==> src/bfg_pkg.sv <==
// Package for balancer fault gating: register map, fields, timing counts.
// Assumes a single 200 MHz clock domain and an APB register bus.
package bfg_pkg;
   localparam int          NCELL          = 6;
   localparam int          CLK_MHZ        = 200;
   // Comparator filter interval, 3 us least
   localparam int          FILT_NS        = 3000;
   localparam int          FILT_CYC       = (FILT_NS * CLK_MHZ + 999) / 1000;
   localparam logic [11:0] FILT_LAST      = 12'(FILT_CYC - 1);
   // Register byte offsets
   localparam logic [7:0]  OFS_CMD        = 8'h00;
   localparam logic [7:0]  OFS_CTRL       = 8'h04;
   localparam logic [7:0]  OFS_PRI_TON    = 8'h08;
   localparam logic [7:0]  OFS_SEC_TON    = 8'h0c;
   localparam logic [7:0]  OFS_STATUS     = 8'h10;
   localparam logic [7:0]  OFS_IRQ_STAT   = 8'h14;
   localparam logic [7:0]  OFS_IRQ_MASK   = 8'h18;
   // Control fields
   localparam int          CTRL_BOOST     = 0;
   localparam int          CTRL_PRI_DEF   = 1;
   localparam int          CTRL_SEC_DEF   = 2;
   // Interrupt status fields
   localparam int          IRQ_OV         = 0;
   localparam int          IRQ_OT         = 1;
   localparam int          IRQ_GD         = 2;
   localparam int          IRQ_PCLAMP     = 3;
   localparam int          IRQ_SCLAMP     = 4;
   localparam int          IRQ_W          = 5;
   // Reset values
   localparam logic [11:0] CMD_RST        = 12'h000;
   localparam logic [2:0]  CTRL_RST       = 3'h0;
   localparam logic [15:0] PRI_TON_RST    = 16'h05a0;
   localparam logic [15:0] SEC_TON_RST    = 16'h00f0;
   localparam logic [4:0]  IRQ_MASK_RST   = 5'h00;

   typedef enum logic [1:0] {
      BFG_IDLE = 2'b00,
      BFG_ON   = 2'b01,
      BFG_CUT  = 2'b11
   } bfg_phase_t;

   typedef struct packed {
      logic [NCELL-1:0] cell_gd;
      logic [NCELL-1:0] cell_ov;
      logic             next_gd;
      logic             over_temp;
      logic             por;
   } bfg_ind_t;

   typedef struct packed {
      logic [NCELL-1:0] pri;
      logic [NCELL-1:0] sec;
   } bfg_gate_t;
endpackage

==> src/bfg_gate.sv <==
// Fault gating for six bidirectional cell balancers with on-time clamps.
// Assumes comparator indications arrive asynchronously from analog circuits.
`timescale 1ns/1ps
module bfg_gate
   import bfg_pkg::*;
(
   input  wire logic                 CLK,
   input  wire logic                 RST,
   input  wire logic [NCELL-1:0]     CELL_GD,
   input  wire logic [NCELL-1:0]     CELL_OV,
   input  wire logic                 NEXT_GD,
   input  wire logic                 OVER_TEMP,
   input  wire logic                 POR,
   input  wire logic [NCELL-1:0]     PRI_PEAK,
   input  wire logic [NCELL-1:0]     SEC_PEAK,
   input  wire logic [NCELL-1:0]     PRI_ZERO,
   input  wire logic [NCELL-1:0]     SEC_ZERO,
   input  wire logic                 PSEL,
   input  wire logic                 PENABLE,
   input  wire logic                 PWRITE,
   input  wire logic [7:0]           PADDR,
   input  wire logic [31:0]          PWDATA,
   output logic      [31:0]          PRDATA,
   output logic                      PREADY,
   output logic                      PSLVERR,
   output bfg_pkg::bfg_gate_t        GATE,
   output logic                      IRQ
);
   import bfg_pkg::*;

   // Two-stage synchronisers on analog indications and switch feedback
   localparam int SW = 2*NCELL + 3 + 4*NCELL;
   logic [SW-1:0]    sync1_ff;
   logic [SW-1:0]    sync2_ff;
   always_ff @(posedge CLK) begin
      sync1_ff <= {CELL_GD, CELL_OV, NEXT_GD, OVER_TEMP, POR,
                   PRI_PEAK, SEC_PEAK, PRI_ZERO, SEC_ZERO};
      sync2_ff <= sync1_ff;
   end

   bfg_ind_t         raw;
   logic [NCELL-1:0] pri_peak;
   logic [NCELL-1:0] sec_peak;
   logic [NCELL-1:0] pri_zero;
   logic [NCELL-1:0] sec_zero;
   assign {raw, pri_peak, sec_peak, pri_zero, sec_zero} = sync2_ff;

   // Stability filters on gate-drive and overvoltage comparators
   localparam int NF = 2*NCELL + 1;
   logic [NF-1:0]    filt_in;
   logic [NF-1:0]    filt_ff;
   logic [11:0]      fcnt_ff [NF];
   assign filt_in = {raw.cell_gd, raw.cell_ov, raw.next_gd};

   always_ff @(posedge CLK) begin
      for (int i = 0; i < NF; i++) begin
         if (RST) begin
            fcnt_ff[i] <= 12'h000;
            filt_ff[i] <= 1'b0;
         end else if (filt_in[i] == filt_ff[i]) begin
            fcnt_ff[i] <= 12'h000;
         end else if (fcnt_ff[i] == FILT_LAST) begin
            fcnt_ff[i] <= 12'h000;
            filt_ff[i] <= filt_in[i];
         end else begin
            fcnt_ff[i] <= fcnt_ff[i] + 12'h001;
         end
      end
   end

   logic [NCELL-1:0] gd_f;
   logic [NCELL-1:0] ov_f;
   logic             ngd_f;
   assign {gd_f, ov_f, ngd_f} = filt_ff;

   // Registers
   logic [11:0]      cmd_ff;
   logic [2:0]       ctrl_ff;
   logic [15:0]      pri_ton_ff;
   logic [15:0]      sec_ton_ff;
   logic [IRQ_W-1:0] irq_stat_ff;
   logic [IRQ_W-1:0] irq_mask_ff;

   logic             wr_acc;
   logic             rd_acc;
   logic             addr_ok;
   assign wr_acc = PSEL && PENABLE && PWRITE;
   assign rd_acc = PSEL && PENABLE && !PWRITE;

   function automatic logic mapped(input logic [7:0] a);
      return a == OFS_CMD || a == OFS_CTRL || a == OFS_PRI_TON || a == OFS_SEC_TON ||
             a == OFS_STATUS || a == OFS_IRQ_STAT || a == OFS_IRQ_MASK;
   endfunction
   assign addr_ok = mapped(PADDR);

   // Command: bits [5:0] discharge, [11:6] charge; cleared by power-on reset
   always_ff @(posedge CLK) begin
      if (RST || raw.por) begin
         cmd_ff <= CMD_RST;
      end else if (wr_acc && PADDR == OFS_CMD) begin
         cmd_ff <= PWDATA[11:0];
      end
   end

   always_ff @(posedge CLK) begin
      if (RST) begin
         ctrl_ff    <= CTRL_RST;
         pri_ton_ff <= PRI_TON_RST;
         sec_ton_ff <= SEC_TON_RST;
         irq_mask_ff <= IRQ_MASK_RST;
      end else if (wr_acc) begin
         if (PADDR == OFS_CTRL) begin
            ctrl_ff <= PWDATA[2:0];
         end
         if (PADDR == OFS_PRI_TON) begin
            pri_ton_ff <= PWDATA[15:0];
         end
         if (PADDR == OFS_SEC_TON) begin
            sec_ton_ff <= PWDATA[15:0];
         end
         if (PADDR == OFS_IRQ_MASK) begin
            irq_mask_ff <= PWDATA[IRQ_W-1:0];
         end
      end
   end

   // Gate-drive enable per balancer
   logic [NCELL-1:0] gd_en;
   logic             fault_all;
   always_comb begin
      for (int i = 0; i < NCELL-1; i++) begin
         gd_en[i] = gd_f[i] && gd_f[i+1];
      end
      gd_en[NCELL-1] = gd_f[NCELL-1] && (ctrl_ff[CTRL_BOOST] || ngd_f);
   end
   assign fault_all = (|ov_f) || raw.over_temp || raw.por;

   logic [NCELL-1:0] run_dis;
   logic [NCELL-1:0] run_chg;
   assign run_dis = cmd_ff[5:0] & gd_en & {NCELL{!fault_all}};
   assign run_chg = cmd_ff[11:6] & gd_en & {NCELL{!fault_all}};

   // Switch sequencing per balancer with on-time clamp
   bfg_phase_t       ph_ff [NCELL];
   logic [15:0]      ton_ff [NCELL];
   logic [NCELL-1:0] pclamp_ev;
   logic [NCELL-1:0] sclamp_ev;
   logic [NCELL-1:0] gpri_ff;
   logic [NCELL-1:0] gsec_ff;

   always_ff @(posedge CLK) begin
      for (int i = 0; i < NCELL; i++) begin
         pclamp_ev[i] <= 1'b0;
         sclamp_ev[i] <= 1'b0;
         if (RST || !(run_dis[i] || run_chg[i])) begin
            ph_ff[i]   <= BFG_IDLE;
            ton_ff[i]  <= 16'h0000;
            gpri_ff[i] <= 1'b0;
            gsec_ff[i] <= 1'b0;
         end else begin
            case (ph_ff[i])
               BFG_IDLE: begin
                  ph_ff[i]   <= BFG_ON;
                  ton_ff[i]  <= 16'h0000;
                  gpri_ff[i] <= run_dis[i];
                  gsec_ff[i] <= !run_dis[i];
               end
               BFG_ON: begin
                  ton_ff[i] <= ton_ff[i] + 16'h0001;
                  if (run_dis[i] && (pri_peak[i] ||
                      (!ctrl_ff[CTRL_PRI_DEF] && ton_ff[i] >= pri_ton_ff))) begin
                     pclamp_ev[i] <= !pri_peak[i];
                     ph_ff[i]     <= BFG_CUT;
                     gpri_ff[i]   <= 1'b0;
                     gsec_ff[i]   <= 1'b1;
                  end else if (!run_dis[i] && (sec_peak[i] ||
                      (!ctrl_ff[CTRL_SEC_DEF] && ton_ff[i] >= sec_ton_ff))) begin
                     sclamp_ev[i] <= !sec_peak[i];
                     ph_ff[i]     <= BFG_CUT;
                     gsec_ff[i]   <= 1'b0;
                     gpri_ff[i]   <= 1'b1;
                  end
               end
               BFG_CUT: begin
                  if (run_dis[i] ? sec_zero[i] : pri_zero[i]) begin
                     ph_ff[i]   <= BFG_IDLE;
                     gpri_ff[i] <= 1'b0;
                     gsec_ff[i] <= 1'b0;
                  end
               end
               default: begin
                  ph_ff[i] <= BFG_IDLE;
               end
            endcase
         end
      end
   end
   assign GATE = '{pri: gpri_ff, sec: gsec_ff};

   // Interrupt status, write one to clear, set wins
   logic [IRQ_W-1:0] ev;
   logic [IRQ_W-1:0] wclr;
   logic             gd_loss;
   assign gd_loss = |((cmd_ff[5:0] | cmd_ff[11:6]) & ~gd_en);
   assign ev   = {|sclamp_ev, |pclamp_ev, gd_loss, raw.over_temp, |ov_f};
   assign wclr = (wr_acc && PADDR == OFS_IRQ_STAT) ? PWDATA[IRQ_W-1:0] : '0;
   always_ff @(posedge CLK) begin
      if (RST) begin
         irq_stat_ff <= '0;
      end else begin
         irq_stat_ff <= (irq_stat_ff & ~wclr) | ev;
      end
   end
   always_ff @(posedge CLK) begin
      if (RST) begin
         IRQ <= 1'b0;
      end else begin
         IRQ <= |(((irq_stat_ff & ~wclr) | ev) & irq_mask_ff);
      end
   end

   // APB answer: one access cycle, registered data
   logic [31:0] rd_mux;
   always_comb begin
      case (PADDR)
         OFS_CMD:      rd_mux = {20'h00000, cmd_ff};
         OFS_CTRL:     rd_mux = {29'h0, ctrl_ff};
         OFS_PRI_TON:  rd_mux = {16'h0000, pri_ton_ff};
         OFS_SEC_TON:  rd_mux = {16'h0000, sec_ton_ff};
         OFS_STATUS:   rd_mux = {18'h00000, raw.por, raw.over_temp, ov_f, gd_en};
         OFS_IRQ_STAT: rd_mux = {27'h0, irq_stat_ff};
         OFS_IRQ_MASK: rd_mux = {27'h0, irq_mask_ff};
         default:      rd_mux = 32'h00000000;
      endcase
   end

   always_ff @(posedge CLK) begin
      if (RST) begin
         PREADY  <= 1'b0;
         PSLVERR <= 1'b0;
         PRDATA  <= 32'h00000000;
      end else begin
         PREADY  <= PSEL && !PENABLE;
         PSLVERR <= PSEL && !PENABLE && !addr_ok;
         PRDATA  <= (PSEL && !PENABLE && !PWRITE) ? rd_mux : 32'h00000000;
      end
   end
endmodule

==> config.mk <==
export PLATFORM = sky130hd
export DESIGN_NAME = bfg_gate
export DESIGN_NICKNAME = d
export VERILOG_FILES = /design/src/bfg_pkg.sv /design/src/bfg_gate.sv
export SDC_FILE = /design/constraint.sdc
export NUM_CORES = 1
export LEC_CHECK = 0
export ABC_CLOCK_PERIOD_IN_PS = 4200
export BUFFER_PORTS_ARGS = -buffer_cell sky130_fd_sc_hd__buf_4
export CORE_MARGIN = 10
export CORE_UTILIZATION = 50
export CTS_CLUSTER_DIAMETER = 100
export CTS_CLUSTER_SIZE = 25
export DETAILED_ROUTE_END_ITERATION = 10
export PLACE_DENSITY = 0.78
export SETUP_SLACK_MARGIN = 0.1
export SLEW_MARGIN = 20
export SYNTH_ARGS = -nofsm -noshare
export SYNTH_HDL_FRONTEND = slang
export SYNTH_SLANG_ARGS = --single-unit
==> constraint.sdc <==
create_clock -name CLK -period 4.2 [get_ports CLK]
set_input_delay 0.84 -clock CLK [delete_from_list [all_inputs] [get_ports CLK]]
set_output_delay 0.84 -clock CLK [all_outputs]
set_load 0.02 [all_outputs]
==> metrics.md, run 1 <==
| Metric | Value |
|---|---|
| Chip width | `approximately 240 µm` |
| Count of final setup violators | `0` |
| Num rows | `80` |
| Initial core utilization | `0.507` |
| Global Route met1 Usage | `0.249` |
| Setup Skew | `0.0406 ns` |
| Gpl congestion | `about 0.94` |
| Leakage power | `0.0106 µW` |
| Crit path kind | `flop to flop` |
| Highest-count cells in the layout ignoring fill and taps | `380 x nor2_1, 264 x edfxtp_1, 212 x nand2_1` |
| Critical Path End Type | `flop` |
| Multiplexer area fraction after synthesis | `0.00793` |
| Met3 Usage GRT | `0.0428` |
| Mapped Cells | `approximately 2400` |
| Asr flop ratio synth | `0` |
| Total Power | `approximately 7800 µW` |
| DP Worst Slack | `0.674 ns` |
| Commonest non-fill, non-tap cell in the layout | `nor2_1` |
| IO Pins | `131` |
| Post-synthesis adder-cell area fraction | `0.109` |
| Initial antenna violation count | `3` |
| DP HPWL | `45.6 mm` |
| Minimum clock period | `3.53 ns` |
| Fmax | `about 0.28 GHz` |
| GRT busiest layer | `met2` |
| DR iter-0 viols | `1675` |
| CTS Hold Bufs | `0` |
| Slew Limit Headroom | `0.255` |
| Main flop type after synthesis | `edfxtp_1` |
| Period Utilization, post-route | `0.840` |
| Crit path DAT | `3.68 ns` |
| EDFF count, synth | `around 260` |
| Worst Tran Pin Value | `about 1.1 ns` |
| PwrDens | `290 mW/mm²` |
| Setup_tns | `0 ns` |
| Ys Warns | `0` |
| Die area | `0.0578 mm²` |
| Via/cell ratio | `5.77` |
| # DRC | `0` |
| Port-buffer cells | `98` |
| Detailed Route WL | `61.9 mm` |
| DR WL/cell | `18.8 µm` |
| RSZ-0062 raised after global routing | `false` |
| Syn_area_per_cell | `10.0 µm²` |
| #FFs+latches synth | `455` |
| Met2 Use GR | `0.352` |
| Post-CTS sizing | `0` |
| GR Overflow Total | `0` |
| Die Y | `about 240 µm` |
| Worst skew pair latency | `0.59 ns` |
| Area Overhead vs Synth | `10.7%` |
| Core area | `0.0479 mm²` |
| Hold path start | `sync1_ff[33]$_DFF_P_` |
| Slew Limit Fails | `0` |
| H-tree Lvls | `1` |
| Max Cap Viol | `0` |
| Final #Nets | `2952` |
| Vias in the first global route | `18900` |
| Total number of vias | `19000` |
| TritonCTS Buffers | `23` |
| Seq/Total Area, Yosys | `0.483` |
| Simple-gate area share of the yosys netlist | `0.196` |
| Fraction of layout cells with a size suffix above 1 | `0.0651` |
| Critical Path Source | `filt_ff[5]$_SDFFE_PP0P_` |
| Reg-to-reg critical path startpoint | `filt_ff[5]$_SDFFE_PP0P_` |
| Hold WC Path Type | `flop to flop` |
| Status | `complete, no violations` |
| Root buf cell | `clkbuf_16` |
| Final ANT Viol Nets | `0` |
| Crit start category | `flop` |
| CTS tree | `done` |
| First-pass GRT wire length | `96.5 mm` |
| TritonRoute pass-1 iters | `6` |
| Peak supply drop | `278 µV` |
| Post-CTS Setup Inserts | `0` |
| Worst setup margin | `0.671 ns` |
| WP data required | `4.35 ns` |
| Endpoints failing hold | `0` |
| Xor and xnor fraction of the mapped netlist area | `0.0793` |
| Syn Std Cell Area | `0.0243 mm²` |
| Global Route Usage Sum | `0.210` |
| Largest family of logic cells by synthesized area | `simple AND/OR/NAND/NOR gates` |
| Number of distinct library cells after synthesis | `78` |
| Largest net degree at the start of global routing | `74` |
| Clock slew at reported path FFs | `0.10 ns` |
| Max clock buf depth | `3` |
| Compound-Gate Fraction of Synth Area | `0.0960` |
| Sink Count | `455` |
| CP Max Fanout | `16` |
==> final timing paths <==
| path | endpoint | cells after the start | slack, ns |
|---|---|---|---|
| worst max register to register | ton_ff[3][1]$_SDFFCE_PN0P_ | 5 | 0.67 |
| worst min-delay path | sync2_ff[33]$_DFF_P_ | 0 | 0.32 |
| worst min register to register | sync2_ff[33]$_DFF_P_ | 0 | 0.32 |
| worst max-delay path | ton_ff[3][1]$_SDFFCE_PN0P_ | 5 | 0.67 |
==> flip-flops by register name (all words and copies together) (netlist names), 13 cells and up <==
signal and cells:
sync2_ff 39, filt_ff 13, PRDATA 16, sync1_ff 39
pri_ton_ff 16, sec_ton_ff 16, fcnt_ff 156, ton_ff 96
==> final cells by class <==
class / instances / area, µm²
Clock inverter: 7 / 77.6
Tap cell: 615 / 769
Antenna cell: 3 / 7.51
Inverter: 85 / 319
Clock buffer: 35 / 621
Timing Repair Buffer: 115 / 863
Fill cell: 4072 / 21000
Multi-Input combinational cell: 1977 / 12500
Sequential cell: 455 / 11800
==> report_power, final <==
| part | leakage, µW | switching (µW) | internal [µW] |
|---|---|---|---|
| logic | 0.00570 | 188 | 134 |
| registers | 0.00451 | 109 | 4830 |
| clock network | 0.000341 | 1490 | 1070 |
| total | 0.0106 | 1780 | 6030 |
==> Yosys cell counts (all sizes together) (10+ instances only) <==
master	number	share of area
clkbuf	58	0.0090
or3	22	0.0057
inv	84	0.013
a21o	33	0.010
nand4	70	0.018
mux2i	17	0.0070
a21oi	110	0.023
xor2	114	0.041
nor4	18	0.0049
buf	22	0.0066
a211oi	37	0.011
o21a	12	0.0037
xnor2	106	0.038
nand2b	13	0.0033
dfxtp	191	0.16
a22oi	23	0.0071
edfxtp	264	0.33
and2	10	0.0026
nor2	384	0.060
o21ai	51	0.011
nand3	140	0.031
nand2	212	0.033
ha	211	0.11
nor3	33	0.0082
a31oi	14	0.0036
and3	47	0.012
o211ai	17	0.0053
nand3b	12	0.0037
==> kinds of logic (layout without fill, tap and decap cells) <==
logic type,after synthesis,after routing
adders and majority gates,211,211
xor gates and xnor gates,220,220
AOI/OAI and AO/OA,354,354
and+or+nand+nor,1001,1001
other,2,175
DFF,455,455
buffers and inverters,165,242
muxes,19,19
==> stage by stage <==
stage,util,cell area [µm²],hold WS (ns),instances
after floorplan,-,24900,0.310,2597
after global placement,0.547,26200,0.311,3247
after detailed placement,0.547,26200,0.312,3247
after CTS,0.561,26900,0.312,3289
after global routing,0.561,26900,0.320,3290
final,0.561,26900,0.321,3292
==> per-layer routing <==
metal,wire length [µm],up-vias
li1,-,9013
met1,24600,9031
met4,3450,2
met5,13,-
met2,28800,764
met3,5040,194
==> worst max-delay path, stage by stage, from the launching register on <==
cell and delay (ns):
dfxtp_1 0.39, or4_4 0.56, or3_1 0.36, or3_1 0.66, nor3_4 0.54, nand2_1 0.56
(Power assumes the default switching activity.)
==> inputs of run 2 (changes only) <==
--- a/config.mk
+++ b/config.mk
@@ -5,14 +5,14 @@
 export SDC_FILE = /design/constraint.sdc
 export NUM_CORES = 1
 export LEC_CHECK = 0
-export ABC_CLOCK_PERIOD_IN_PS = 4200
+export ABC_CLOCK_PERIOD_IN_PS = 3130
 export BUFFER_PORTS_ARGS = -buffer_cell sky130_fd_sc_hd__buf_4
 export CORE_MARGIN = 10
 export CORE_UTILIZATION = 50
 export CTS_CLUSTER_DIAMETER = 100
 export CTS_CLUSTER_SIZE = 25
 export DETAILED_ROUTE_END_ITERATION = 10
-export PLACE_DENSITY = 0.78
+export PLACE_DENSITY = 0.81
 export SETUP_SLACK_MARGIN = 0.1
 export SLEW_MARGIN = 20
 export SYNTH_ARGS = -nofsm -noshare
==> constraint.sdc (replaced) <==
create_clock -name CLK -period 3.13 [get_ports CLK]
set_input_delay 0.626 -clock CLK [delete_from_list [all_inputs] [get_ports CLK]]
set_output_delay 0.626 -clock CLK [all_outputs]
set_load 0.02 [all_outputs]
==> metrics.md, run 2 (synthesis results as in run 1) <==
| Metric | Value |
|---|---|
| Num rows | `80` |
| CTS tree | `done` |
| DP HPWL | `46.8 mm` |
| CP Max Fanout | `9` |
| Slew Limit Fails | `0` |
| Slew Limit Headroom | `0.459` |
| Buf/Inv on CP | `1` |
| # DRC | `0` |
| Die Y | `240 µm` |
| Crit path kind | `flop to flop` |
| Placed inst area | `0.0266 mm²` |
| Max clock buf depth | `3` |
| Commonest non-fill, non-tap cell in the layout | `nor2_1` |
| First-pass GRT wire length | `99.2 mm` |
| Max Cap Viol | `0` |
| Initial antenna violation count | `5` |
| Highest-count cells in the layout ignoring fill and taps | `380 x nor2_1, 264 x edfxtp_1, 211 x ha_1` |
| Most used cell, CP | `or3_1` |
| Detailed Route WL | `62.9 mm` |
| Die area | `0.0578 mm²` |
| Period Utilization, post-route | `0.940` |
| Sink Count | `455` |
| Worst skew pair latency | `0.61 ns` |
| Gpl congestion | `0.998` |
| RSZ-0062 raised after global routing | `false` |
| Area Overhead vs Synth | `12.4%` |
| Largest register by flop count | `fcnt_ff` |
| Final hold slack | `0.118 ns` |
| Fraction of layout cells with a size suffix above 1 | `0.0832` |
| IO Pins | `131` |
| Vias in the first global route | `between 15000 and 20000` |
| Status | `complete, no violations` |
| Core area | `0.0479 mm²` |
| Crit start category | `flop` |
| Count of final setup violators | `0` |
| TritonCTS Buffers | `23` |
| DR WL/cell | `roughly 19 µm` |
| Worst Tran Pin Value | `0.811 ns` |
| Slowest stage cell, crit path | `or4_4` |
| Initial core utilization | `0.507` |
| Peak supply drop | `376 µV` |
| Max reg flops | `about 160` |
| Port-buffer cells | `just under 100` |
| CTS Hold Bufs | `0` |
| Setup Skew | `0.0490 ns` |
| Total number of vias | `roughly 19000` |
| Fmax | `0.340 GHz` |
| H-tree Lvls | `1` |
| Via/cell ratio | `5.80` |
| Global Route Usage Sum | `0.214` |
| Setup_tns | `0 ns` |
| TritonRoute pass-1 iters | `8` |
| Leakage power | `0.0108 µW` |
| Final ANT Viol Nets | `0` |
| Fin cells | `3334` |
| Worst-path cell chain | `or4_4 > or3_1 > or3_4 > buf_12 > nor2_4 > nand3_2 > a21oi_2 > or3_1` |
| Final #Nets | `2994` |
| Minimum clock period | `2.94 ns` |
| Critical Path End Type | `flop` |
| Design Area, Final | `0.0273 mm²` |
| Clock slew at reported path FFs | `approximately 0.10 ns` |
| CP max stage delay | `0.56 ns` |
| CP top delay family | `simple AND/OR/NAND/NOR gates` |
| Largest net degree at the start of global routing | `73` |
| Hold WC Path Type | `input pin to flop` |
| Crit path DAT | `3.24 ns` |
| DR iter-0 viols | `2061` |
| WP data required | `3.42 ns` |
| Largest regs | `fcnt_ff x156, ton_ff x96` |
| Placed insts | `3289` |
| Root buf cell | `clkbuf_16` |
| Chip width | `240 µm` |
| GR Overflow Total | `0` |
| PwrDens | `approximately 390 mW/mm²` |
| Endpoints failing hold | `0` |
==> run 2: cell count changes in the layout (fill, tap and decap cells not counted), sizes merged <==
cell      previous run  this run
inv                 89        87
clkbuf              35        36
clkinvlp             0         1
buf                115       157
==> run 2: path summary, 6_finish.rpt <==
| check | startpoint | end | cells after the start | slack [ns] |
|---|---|---|---|---|
| worst max-delay path | filt_ff[6]$_SDFFE_PP0P_ | ph_ff[1][1]$_SDFFCE_PP0P_ | 8 | 0.19 |
| worst min-delay path | CELL_GD[4] | sync1_ff[37]$_DFF_P_ | 1 | 0.12 |
| worst max register to register | filt_ff[6]$_SDFFE_PP0P_ | ph_ff[1][1]$_SDFFCE_PP0P_ | 8 | 0.19 |
| worst min register to register | sync1_ff[10]$_DFF_P_ | sync2_ff[10]$_DFF_P_ | 0 | 0.32 |
==> run 2: per-layer routing <==
layer / wire length (µm) / GRT usage / part of all wire / vias to the layer above
met2: 28600 / 0.348 / 0.45 / 830
met5: 0 / 0 / 0 / -
met4: 2270 / 0.0767 / 0.036 / 0
met1: 26000 / 0.278 / 0.41 / 9273
met3: 6000 / 0.0422 / 0.095 / 134
li1: - / - / - / 9100
==> run 2: where the power goes <==
group          leakage [µW]  switching (µW)  internal (µW)
Combinational       0.00592             262            188
Sequential          0.00451             150           6470
Clock              0.000340            2010           1440
==> run 2: repair_timing <==
action | 4_1_cts | 5_1_grt
setup buffers | 0 | 0
setup endpoints to repair | 37 | 11
resized for setup | 4 | 7
==> run 2: metrics by stage <==
stage | setup slack (ns) | util | power, µW
5_1_grt | 0.112 | 0.570 | 10900
3_3_place_gp | 0.189 | 0.554 | 7170
2_1_floorplan | 0.405 | - | 7010
3_5_place_dp | 0.120 | 0.554 | 7190
4_1_cts | 0.192 | 0.569 | 10600
6_report | 0.188 | 0.570 | 10500
==> run 2: cell type report <==
class	instances	area (µm²)
antenna	3	7.51
clock buffer	36	624
clock inverter	6	78.8
fill	4026	20600
inverter	85	323
multi-input combinational	1977	12500
sequential	455	11800
tap	615	769
timing repair buffer	157	1220
